[src/mag_regs_defines.vh]
// constants for the magnetometer data, status and power register slice
// assumes a serial front end that turns host frames into byte accesses
// Behaviour
// y_field_high_byte returns y bits 12..5, y msb at bit 7
// z_field_low_and_selftest bits 7..1 hold z bits 6..0
// z_field_low_and_selftest bit 0 is z self-test flag, one after reset
// z_field_high_byte holds z bits 14..7, top bit at bit 7
// hall_res_low_and_ready bits 7..2 hold hall bits 5..0, bit 1 reads zero
// hall_res_high_byte holds hall bits 13..6, top bit at bit 7
// hall_res_low_and_ready bit 0 shows new sample ready
// interrupt_flags flags: overrun, overflow, high z/y/x, low z/y/x
// power_reset_wire_ctrl stays readable and writable in suspend
// soft reset only when bits 7 and 1 both written one
// soft reset clears all but power register, no full power-on
// finished soft reset always lands in sleep mode; here only if the power bit is still one when it ends
// soft reset ignored in suspend, device stays suspended
// both trigger bits self-clear when soft reset finishes
// host does suspend then sleep for a full power-on reset
// power_reset_wire_ctrl bit 2 one selects three-wire, zero four-wire
// power_reset_wire_ctrl bit 0 one gives sleep, zero gives suspend
// latched interrupt stays on until interrupt_flags is read
`ifndef MAG_REGS_DEFINES_VH
`define MAG_REGS_DEFINES_VH

`define ADDR_Y_UPPER        8'h45
`define ADDR_Z_LOWER        8'h46
`define ADDR_Z_UPPER        8'h47
`define ADDR_HALL_LOWER     8'h48
`define ADDR_HALL_UPPER     8'h49
`define ADDR_INT_FLAGS      8'h4a
`define ADDR_POWER_CTRL     8'h4b

`define POWER_RESET         8'h01
`define POWER_BIT_ON        0
`define POWER_BIT_SRST_LO   1
`define POWER_BIT_WIRE      2
`define POWER_BIT_SRST_HI   7

`define Y_WIDTH             13
`define Z_WIDTH             15
`define HALL_WIDTH          14
`define FLAG_WIDTH          8
`define SELFTEST_RESET      1'b1

`define CLK_PERIOD_NS       40
`define SRST_TIME_NS        1000
`define SRST_CYCLES         ((`SRST_TIME_NS + `CLK_PERIOD_NS - 1) / `CLK_PERIOD_NS)

`endif

[src/soft_reset_seq.v]
// soft reset sequencer: counts out the reset time after a start pulse
// assumes start is a one-cycle pulse, ignored while a sequence runs
`timescale 1ns/1ps
`include "mag_regs_defines.vh"

module soft_reset_seq
#(
    parameter CYCLES = `SRST_CYCLES,
    parameter CW     = 16
)
(
    input  wire          core_clk,
    input  wire          rst_n,
    input  wire          start,
    output reg           busy,
    output reg           done
);

    reg  [CW-1:0]        count;

    always @(posedge core_clk)
    begin
        if (!rst_n)
        begin
            busy  <= 1'b0;
            done  <= 1'b0;
            count <= {CW{1'b0}};
        end
        else
        begin
            done <= 1'b0;
            if (!busy && start)
            begin
                busy  <= 1'b1;
                count <= CYCLES[CW-1:0];
            end
            else if (busy)
            begin
                if (count <= {{(CW-1){1'b0}}, 1'b1})
                begin
                    busy  <= 1'b0;
                    done  <= 1'b1;
                    count <= {CW{1'b0}};
                end
                else
                begin
                    count <= count - {{(CW-1){1'b0}}, 1'b1};
                end
            end
        end
    end

endmodule // soft_reset_seq

[src/mag_data_status_power_regs.v]
// register slice y_field_high_byte..power_reset_wire_ctrl: y/z field, hall resistance, status, power
// assumes a serial front end giving byte reads and writes, and a
// measurement core giving samples and interrupt conditions on core_clk
`timescale 1ns/1ps
`include "mag_regs_defines.vh"

module mag_data_status_power_regs
#(
    parameter SRST_CYCLES = `SRST_CYCLES
)
(
    input  wire                     core_clk,
    input  wire                     rst_n,
    input  wire [7:0]               regAddr,
    input  wire                     regWrite,
    input  wire                     regRead,
    input  wire [7:0]               regWrData,
    output reg  [7:0]               regRdData,
    output reg                      regRdValid,
    input  wire                     sampleValid,
    input  wire [`Y_WIDTH-1:0]      yField,
    input  wire [`Z_WIDTH-1:0]      zField,
    input  wire [`HALL_WIDTH-1:0]   hallRes,
    input  wire                     zSelftestIn,
    input  wire [`FLAG_WIDTH-1:0]   intEvents,
    input  wire                     intLatchMode,
    output wire                     intActive,
    output reg                      powerOn,
    output reg                      threeWireSelect,
    output wire                     softResetBusy,
    output reg                      sleepRequest,
    output reg                      powerOnReset
);

    // stored sample and status
    reg  [`Y_WIDTH-1:0]      yStore;
    reg  [`Z_WIDTH-1:0]      zStore;
    reg  [`HALL_WIDTH-1:0]   hallStore;
    reg                      zSelftest;
    reg                      newSampleFlag;
    reg  [`FLAG_WIDTH-1:0]   intFlags;
    reg                      srstTrigHi;
    reg                      srstTrigLo;
    reg                      powerOnPrev;

    // decoded accesses
    wire                     wrPower;
    wire                     rdFlags;
    wire                     rdHallLower;
    wire                     srstRequest;
    wire                     srstStart;
    wire                     srstDone;
    wire                     clearContent;
    wire                     captureSample;
    reg  [7:0]               next_rdData;

    // one read word per register except interrupt_flags, which reads intFlags directly, packed as the host sees it
    wire [7:0]               yUpperWord;
    wire [7:0]               zLowerWord;
    wire [7:0]               zUpperWord;
    wire [7:0]               hallLowerWord;
    wire [7:0]               hallUpperWord;
    wire [7:0]               powerWord;

    // power register default, taken apart bit by bit below
    localparam [7:0]         PWR_DEFAULT = `POWER_RESET;

    // true when addr hits reg and the slice may answer in this power state
    function hit;
        input [7:0] addr;
        input [7:0] reg_addr;
        input       on;
        begin
            hit = (addr == reg_addr) &&
                  (on || (reg_addr == `ADDR_POWER_CTRL));
        end
    endfunction

    assign wrPower     = regWrite && hit(regAddr, `ADDR_POWER_CTRL, powerOn);
    assign rdFlags     = regRead && hit(regAddr, `ADDR_INT_FLAGS, powerOn);
    assign rdHallLower = regRead && hit(regAddr, `ADDR_HALL_LOWER, powerOn);

    // trigger needs both bits in one write, and only outside suspend
    assign srstRequest = wrPower &&
                         regWrData[`POWER_BIT_SRST_HI] &&
                         regWrData[`POWER_BIT_SRST_LO];
    assign srstStart   = srstRequest && powerOn &&
                         regWrData[`POWER_BIT_ON];

    soft_reset_seq
    #(
        .CYCLES (SRST_CYCLES),
        .CW     (16)
    )
    u_srst
    (
        .core_clk (core_clk),
        .rst_n    (rst_n),
        .start    (srstStart),
        .busy     (softResetBusy),
        .done     (srstDone)
    );

    // content clears on soft reset end and is held cleared in suspend,
    // so waking from suspend starts from power-on defaults
    assign clearContent  = srstDone || !powerOn;
    assign captureSample = sampleValid && powerOn && !softResetBusy;

    // power bit; written in any power state
    always @(posedge core_clk)
    begin
        if (!rst_n)
        begin
            powerOn <= PWR_DEFAULT[`POWER_BIT_ON];
        end
        else if (wrPower)
        begin
            powerOn <= regWrData[`POWER_BIT_ON];
        end
    end

    // wire mode survives a soft reset, it belongs to the power register
    always @(posedge core_clk)
    begin
        if (!rst_n)
        begin
            threeWireSelect <= PWR_DEFAULT[`POWER_BIT_WIRE];
        end
        else if (wrPower)
        begin
            threeWireSelect <= regWrData[`POWER_BIT_WIRE];
        end
    end

    // trigger bits read back as one while the sequence runs
    always @(posedge core_clk)
    begin
        if (!rst_n)
        begin
            srstTrigHi <= PWR_DEFAULT[`POWER_BIT_SRST_HI];
            srstTrigLo <= PWR_DEFAULT[`POWER_BIT_SRST_LO];
        end
        else if (srstStart)
        begin
            srstTrigHi <= 1'b1;
            srstTrigLo <= 1'b1;
        end
        else if (srstDone)
        begin
            srstTrigHi <= 1'b0;
            srstTrigLo <= 1'b0;
        end
    end

    // sleep is requested after a soft reset unless suspend was written meanwhile; the power bit stays as written
    always @(posedge core_clk)
    begin
        if (!rst_n)
        begin
            sleepRequest <= 1'b0;
        end
        else
        begin
            sleepRequest <= srstDone && powerOn;
        end
    end

    // a wake from suspend is a full power-on, flagged for one cycle
    always @(posedge core_clk)
    begin
        if (!rst_n)
        begin
            powerOnPrev  <= 1'b0;
            powerOnReset <= 1'b0;
        end
        else
        begin
            powerOnPrev  <= powerOn;
            powerOnReset <= powerOn && !powerOnPrev;
        end
    end

    // measurement data, kept whole so a later read sees one sample;
    // content is zero after reset, soft reset end and in suspend
    always @(posedge core_clk)
    begin
        if (!rst_n || clearContent)
        begin
            yStore <= {`Y_WIDTH{1'b0}};
        end
        else if (captureSample)
        begin
            yStore <= yField;
        end
    end

    always @(posedge core_clk)
    begin
        if (!rst_n || clearContent)
        begin
            zStore <= {`Z_WIDTH{1'b0}};
        end
        else if (captureSample)
        begin
            zStore <= zField;
        end
    end

    always @(posedge core_clk)
    begin
        if (!rst_n || clearContent)
        begin
            hallStore <= {`HALL_WIDTH{1'b0}};
        end
        else if (captureSample)
        begin
            hallStore <= hallRes;
        end
    end

    // self-test flag comes back as one after any reset
    always @(posedge core_clk)
    begin
        if (!rst_n || clearContent)
        begin
            zSelftest <= `SELFTEST_RESET;
        end
        else if (captureSample)
        begin
            zSelftest <= zSelftestIn;
        end
    end

    // new sample flag: set wins over the read that clears it
    always @(posedge core_clk)
    begin
        if (!rst_n)
        begin
            newSampleFlag <= 1'b0;
        end
        else if (clearContent)
        begin
            newSampleFlag <= 1'b0;
        end
        else if (captureSample)
        begin
            newSampleFlag <= 1'b1;
        end
        else if (rdHallLower)
        begin
            newSampleFlag <= 1'b0;
        end
    end

    // interrupt flags, latched or following the live condition
    genvar i;
    generate
        for (i = 0; i < `FLAG_WIDTH; i = i + 1)
        begin : g_flag
            always @(posedge core_clk)
            begin
                if (!rst_n)
                begin
                    intFlags[i] <= 1'b0;
                end
                else if (clearContent)
                begin
                    intFlags[i] <= 1'b0;
                end
                else if (!intLatchMode)
                begin
                    intFlags[i] <= intEvents[i];
                end
                else if (intEvents[i])
                begin
                    intFlags[i] <= 1'b1;
                end
                else if (rdFlags)
                begin
                    // a new event in the read cycle is kept
                    intFlags[i] <= 1'b0;
                end
            end
        end
    endgenerate

    // pin polarity and pin enable live outside this slice
    assign intActive = |intFlags;

    assign yUpperWord    = yStore[12:5];
    assign zLowerWord    = {zStore[6:0], zSelftest};
    assign zUpperWord    = zStore[14:7];
    assign hallLowerWord = {hallStore[5:0], 1'b0, newSampleFlag};
    assign hallUpperWord = hallStore[13:6];
    assign powerWord     = {srstTrigHi, 4'h0, threeWireSelect,
                            srstTrigLo, powerOn};

    // read mux; in suspend only the power register answers
    always @*
    begin
        next_rdData = 8'h00;
        if (hit(regAddr, `ADDR_Y_UPPER, powerOn))
        begin
            next_rdData = yUpperWord;
        end
        else if (hit(regAddr, `ADDR_Z_LOWER, powerOn))
        begin
            next_rdData = zLowerWord;
        end
        else if (hit(regAddr, `ADDR_Z_UPPER, powerOn))
        begin
            next_rdData = zUpperWord;
        end
        else if (hit(regAddr, `ADDR_HALL_LOWER, powerOn))
        begin
            next_rdData = hallLowerWord;
        end
        else if (hit(regAddr, `ADDR_HALL_UPPER, powerOn))
        begin
            next_rdData = hallUpperWord;
        end
        else if (hit(regAddr, `ADDR_INT_FLAGS, powerOn))
        begin
            next_rdData = intFlags;
        end
        else if (hit(regAddr, `ADDR_POWER_CTRL, powerOn))
        begin
            next_rdData = powerWord;
        end
    end

    always @(posedge core_clk)
    begin
        if (!rst_n)
        begin
            regRdData  <= 8'h00;
            regRdValid <= 1'b0;
        end
        else
        begin
            regRdValid <= regRead;
            if (regRead)
            begin
                regRdData <= next_rdData;
            end
        end
    end

endmodule // mag_data_status_power_regs

[config.mk]
export PLATFORM = sky130hd
export DESIGN_NAME = mag_data_status_power_regs
export DESIGN_NICKNAME = d
export VERILOG_FILES = /design/src/soft_reset_seq.v /design/src/mag_data_status_power_regs.v
export VERILOG_INCLUDE_DIRS = /design/src
export SDC_FILE = /design/constraint.sdc
export NUM_CORES = 1
export LEC_CHECK = 0
export ABC_AREA = 1
export BUFFER_PORTS_ARGS = -buffer_cell sky130_fd_sc_hd__clkbuf_2
export CAP_MARGIN = 20
export CORE_MARGIN = 2
export CORE_UTILIZATION = 57
export DETAILED_ROUTE_END_ITERATION = 8
export PLACE_DENSITY = 0.84
export SETUP_SLACK_MARGIN = 0.2
export SLEW_MARGIN = 10
export SYNTH_ARGS = -nofsm -noshare
export SYNTH_HDL_FRONTEND = slang
export SYNTH_SLANG_ARGS = --single-unit
[constraint.sdc]
create_clock -name core_clk -period 4.3 [get_ports core_clk]
set_input_delay 0.43 -clock core_clk [delete_from_list [all_inputs] [get_ports core_clk]]
set_output_delay 0.43 -clock core_clk [all_outputs]
set_load 0.02 [all_outputs]
# [Word-level counts from Yosys, hierarchy flattened]
# Index checks and enable logic that the tools add are counted.
[word_totals] output_inout_bits=15 ff_bits=85 input_bits=73 elab_cells=110
[op_classes] bitwise_logic=2 eq_ne=15 magnitude_cmp=1 reduce_logical=31 add_sub_neg=1 muxes=35
[op_table] cell="8-bit by 7-bit equality test with 1-bit output, second input constant" n=7
[op_table] cell="8-bit two-way mux" n=7
[op_table] cell="1-bit two-way mux" n=25
[op_table] cell="3-bit by 2-bit inequality test with 1-bit output, second input constant" n=8
[op_table] cell="1-bit logical AND" n=18
[op_table] cell="16-bit by 1-bit <= comparator with 1-bit output, second input constant" n=1
[op_table] cell="16-bit two-way mux" n=1
[op_table] cell="16-bit by 1-bit subtractor with 16-bit output, second input constant" n=1
[op_table] cell="5-bit two-way mux" n=2
[op_table] cell="8-bit OR reduction" n=1
[op_table] cell="2-bit nonzero test" n=3
[op_table] cell="1-bit zero test" n=4
[op_table] cell="2-bit OR reduction" n=2
[op_table] cell="3-bit OR reduction" n=1
[op_table] cell="1-bit logical OR" n=2
[op_table] cell="1-bit NOT" n=2

# [Longest topological paths before layout]
[depth] word_depth=8 depth_mapped=13 ltp_nobuf=13

# [By module]
# A second synthesis with hierarchy kept.
[hier_totals] cells_unflattened=558 hier_area_um2=3956.3
[modules_own_cells] mod="mag_data_status_power_regs" n_inst=1 cells_each=426 seq_area_each_um2=1241.2 area_each_um2=2982.9
[modules_own_cells] mod="soft_reset_seq" n_inst=1 cells_each=132 seq_area_each_um2=360.3 area_each_um2=973.4

# [Worst setup path after synthesis]
# No wires, ideal clock.
[synth_timing] path_kind="input to register" start="input regAddr[2]" end="register u_srst.count[15]" n_path_buf=1 setup_slack_ns=2.818 required_ns=4.185 path_stages=9 setup_time_ns=0.115 arrival_time_ns=1.367 path_cell_list="inv_1 nand2_1 nor2_4 nand4_2 nor2_2 nand2_1 nand2_2 buf_6 nor2_1"
[synth_between] elab_chain_cells=8
[synth_rtl] element="start, declared" line="mag_data_status_power_regs.v:14" source="input wire [7:0] regAddr,"
[synth_rtl] element="8-bit by 7-bit equality test with 1-bit output" line="mag_data_status_power_regs.v:74" source="hit = (addr == reg_addr) &&"
[synth_rtl] element="1-bit logical AND" line="mag_data_status_power_regs.v:79" source="assign wrPower = regWrite && hit(regAddr, `ADDR_POWER_CTRL, powerOn);"
[synth_rtl] element="1-bit logical AND (2 in a row)" line="mag_data_status_power_regs.v:84" source="assign srstRequest = wrPower &&"
[synth_rtl] element="1-bit logical AND (2 in a row)" line="mag_data_status_power_regs.v:87" source="assign srstStart = srstRequest && powerOn &&"
[synth_rtl] element="1-bit logical AND" line="soft_reset_seq.v:32" source="if (!busy && start)"
[synth_rtl] element="2-bit OR reduction (no source line)"
[synth_rtl] element="end signal, assigned" line="soft_reset_seq.v:27" source="count <= {CW{1'b0}};"
[synth_rtl] element="end signal, assigned" line="soft_reset_seq.v:35" source="count <= CYCLES[CW-1:0];"
[synth_rtl] element="end signal, assigned" line="soft_reset_seq.v:43" source="count <= {CW{1'b0}};"
[synth_rtl] element="end, declared" line="soft_reset_seq.v:19" source="reg [CW-1:0] count;"
# No other way between the ends.
# A chain may end at the register's enable or synchronous reset.

# [Worst setup path in the final report]
[layout_timing] start="register u_srst.busy" end="register zStore[12]"
[layout_between] elab_chain_cells=2
[layout_rtl] element="start, declared" line="soft_reset_seq.v:15" source="output reg busy,"
[layout_rtl] element="start signal, assigned" line="soft_reset_seq.v:25" source="busy <= 1'b0;"
[layout_rtl] element="start signal, assigned" line="soft_reset_seq.v:34" source="busy <= 1'b1;"
[layout_rtl] element="start signal, assigned" line="soft_reset_seq.v:41" source="busy <= 1'b0;"
[layout_rtl] element="1-bit zero test" line="mag_data_status_power_regs.v:107" source="assign captureSample = sampleValid && powerOn && !softResetBusy;"
[layout_rtl] element="1-bit logical AND" line="mag_data_status_power_regs.v:107"
[layout_rtl] element="end signal, assigned" line="mag_data_status_power_regs.v:201" source="zStore <= {`Z_WIDTH{1'b0}};"
[layout_rtl] element="end signal, assigned" line="mag_data_status_power_regs.v:205" source="zStore <= zField;"
[layout_rtl] element="end, declared" line="mag_data_status_power_regs.v:37" source="reg [`Z_WIDTH-1:0] zStore;"
# No other way between the ends.

==> impl_metrics.yaml <==
run_status:
  status: "completed"
synth:
  yosysMostFrequentCell: "nor2_1"
  netlist_area_um2: 3578
  ys_seq_area_share_pct: 44.76
  synth_common_cells: "114 x nor2_1, 80 x dfxtp_1, 66 x nand2_1"
  yosysWarnings: 0
  avgSynthCellArea_um2: 7.186
  synth-seq-cells: 80
  syn_nets: 573
  synth_edf_count: 0
  async_flop_share_pct: 0
  synth_top_area_share_pct: 44.76
  syn_inst: 498
  synth-main-ff-cell: "dfxtp_1"
  synth_cell_type_count: 34
  synth.top_cells.by_area: "dfxtp_1 45%, nor2_1 12%, nand2_1 6.9%"
  synth.largest_area_cell: "dfxtp_1"
clock_tree:
  ctsResizeCount: 0
  tritoncts: "done"
  postCtsSetupRepairBufs: 0
  cts-root-buf: "clkbuf_8"
  h-tree-depth: 3
  cts_sinks: 80
  numCtsBuffers: 9
  clock_latency_ns: 0.36
  cts_hold_buf: 0
  path_clk_slew_ns: 0.08
  cts.path.max_buffers: 2
layout:
  syn_to_final_growth_pct: 18.43
  nets: 645
  nFillCells: 502
  num_antenna_cells: 0
  final_util_pct: 70.74
  drive_gt1_share_pct: 20.17
worst_hold_path:
  hold_class: "input pin to flip-flop"
critical_path:
  slowest_stage: "dfxtp_1"
  crit_arrival_ns: 2.39
  cpPeakStageDelay_ns: 0.55
  endpoint_kind: "flip-flop"
  crit_type: "flip-flop to flip-flop"
  path_max_fanout: 54
  cp_cell_sequence: "inv_2 > nand3_2 > buf_4 > inv_1 > nor2_1 > nor2_1"
  worst_setup_path_start_kind: "flip-flop"
  cpMostUsedCell: "nor2_1"
  required_ns: 4.55
  rrSetupSlack_ns: 2.16
drt:
  wl_per_cell_um: 13.60
  drc: 0
  dr_wl_met2_um: 4235
  dr.pass1.iters: 5
  routed_wl_um: 8839
  drt-met1-wl_um: 3755
  wl_met3_um: 614
  top_layer: "met4"
  vias: 3510
  viasPerCell: 5.400
  dr.first_iter.drc_count: 275
  antenna_left: 0
global_route:
  grt-ovfl-total: 0
  antenna_found_initial: 0
  grt_start_max_net_pins: 55
  grt_pass1_wl_um: 15010
  grt_pass1_vias: 3381
  track_usage_pct: 26.94
pwr:
  peakVddDrop_mv: 0.2574
  p_per_area_nw_per_um2: 389.5
  p_leak_nw: 2.005
  p_int_mw: 1.270
  p_clk_share_pct: 44.2
  p_sw_mw: 0.3809
  p_seq_share_pct: 47.9
  netSwitchingFraction_pct: 23.08
  power_frac_comb_pct: 7.9
sta:
  finalCriticalPeriod_ns: 2.143
  fin_crit_sh_pct: 49.84
  final-setup-viol-count: 0
  relSlewSlack_pct: 50.37
  finalSetupTns_ns: 0
  fin_ws_ns: 2.157
  tightest_slew_ns: 0.7437
  drv_slew: 0
  clock_skew_ns: 0.007144
  hold_ws_ns: 0.2772
  fmax_mhz: 466.6
  hold_violations: 0
  rsz0062_at_grt: "no"
floorplanning:
  die_area_um2: 6928
  ios: 88
  die_h_um: 83.24
  die_x_um: 83.24
  rows: 28
  core_area_um2: 5991
  start_util_pct: 59.73
placement:
  place_congestion: 0.8693
  detailed_place_hpwl_um: 6266
  port_buffers: 78
  dpl_worst_slack_ns: 2.224
job:
  drv_cap: 0
[path summary, 6_finish.rpt]
kind                     startpoint                  endpoint  depth (start not counted)
min                    intEvents[7]  intFlags[7]$_SDFFE_PP0P_                          3
max reg2reg  u_srst.busy$_SDFF_PN0_   zStore[12]$_SDFFE_PP0P_                          6
max          u_srst.busy$_SDFF_PN0_   zStore[12]$_SDFFE_PP0P_                          6
min reg2reg  powerOnPrev$_SDFF_PN0_   powerOnReset$_SDFF_PN0_                          1
[power by group through the flow]
stage               combinational [mW]  clock [mW]  sequential, mW
finish                           0.130       0.729           0.791
global route                     0.149       0.761           0.795
CTS                              0.130       0.734           0.791
detailed placement               0.128           0           0.808
global placement                 0.124           0           0.807
floorplan                       0.0770           0           0.806
[final cells by class]
cell class	count	area, um^2	area share (%)
Clock buffer	9	123.9	2.923
Clock inverter	7	143.9	3.395
Inverter	50	187.7	4.429
Multi-Input combinational cell	349	1682	39.68
Sequential cell	80	1602	37.79
Tap cell	75	93.84	2.214
Timing Repair Buffer	80	405.4	9.566
[flip-flops by register name (all words and copies together) (netlist names), 8 cells and up]
signal and flops:
u_srst.count 16, intFlags 8, regRdData 8, hallStore 14, zStore 15, yStore 8
[critical path: cells and delay by family (launching register included)]
kind / cells / cell delay [ns]
flip-flops: 1 / 0.55
buffers and inverters: 3 / 1.07
AND/OR/NAND/NOR: 3 / 0.41
[routing by layer]
metal  global-route usage, %  vias up
met5                       0        -
met4                   14.46        0
met3                   4.274       20
met2                   43.40      151
met1                   34.63     1597
li1                        -     1742
[layout by cell type (no fill, tap or decap), types with 2 or more instances in the layout]
cell type,Yosys,final
a21oi_1,49,49
nor3_2,2,2
xnor2_1,8,8
nand3_1,21,21
nand4_1,9,9
bufinv_16,0,4
nor3_1,7,7
nor2_4,2,2
o21ai_0,42,42
xor2_1,5,5
nand2_1,66,66
nor2_1,114,113
nor2_2,6,7
dfxtp_1,80,80
inv_2,2,2
clkinvlp_4,0,2
clkbuf_2,0,78
clkbuf_8,0,9
buf_4,3,2
inv_1,47,47
ha_1,2,2
nor4_1,3,3
nor4_2,2,2
[metrics by stage]
step,cells,area (um^2),total power [mW]
after global placement,634,3970,0.9306
after global routing,650,4238,1.705
final,650,4238,1.651
after detailed placement,634,3970,0.9363
after CTS,650,4238,1.655
after floorplan,498,3578,0.8831
[cells by family (layout without fill, tap and decap cells)]
family	count (synthesis)	in the layout	synth area share, %
AND/OR/NAND/NOR	237	237	29.09
AO/OA/AOI/OAI	97	97	13.95
flip-flops	80	80	44.76
buffers and inverters	69	146	8.322
XOR/XNOR	13	13	3.182
adder cells (fa/ha/maj)	2	2	0.6992
No activity file was read; power rests on OpenSTA's default activity.
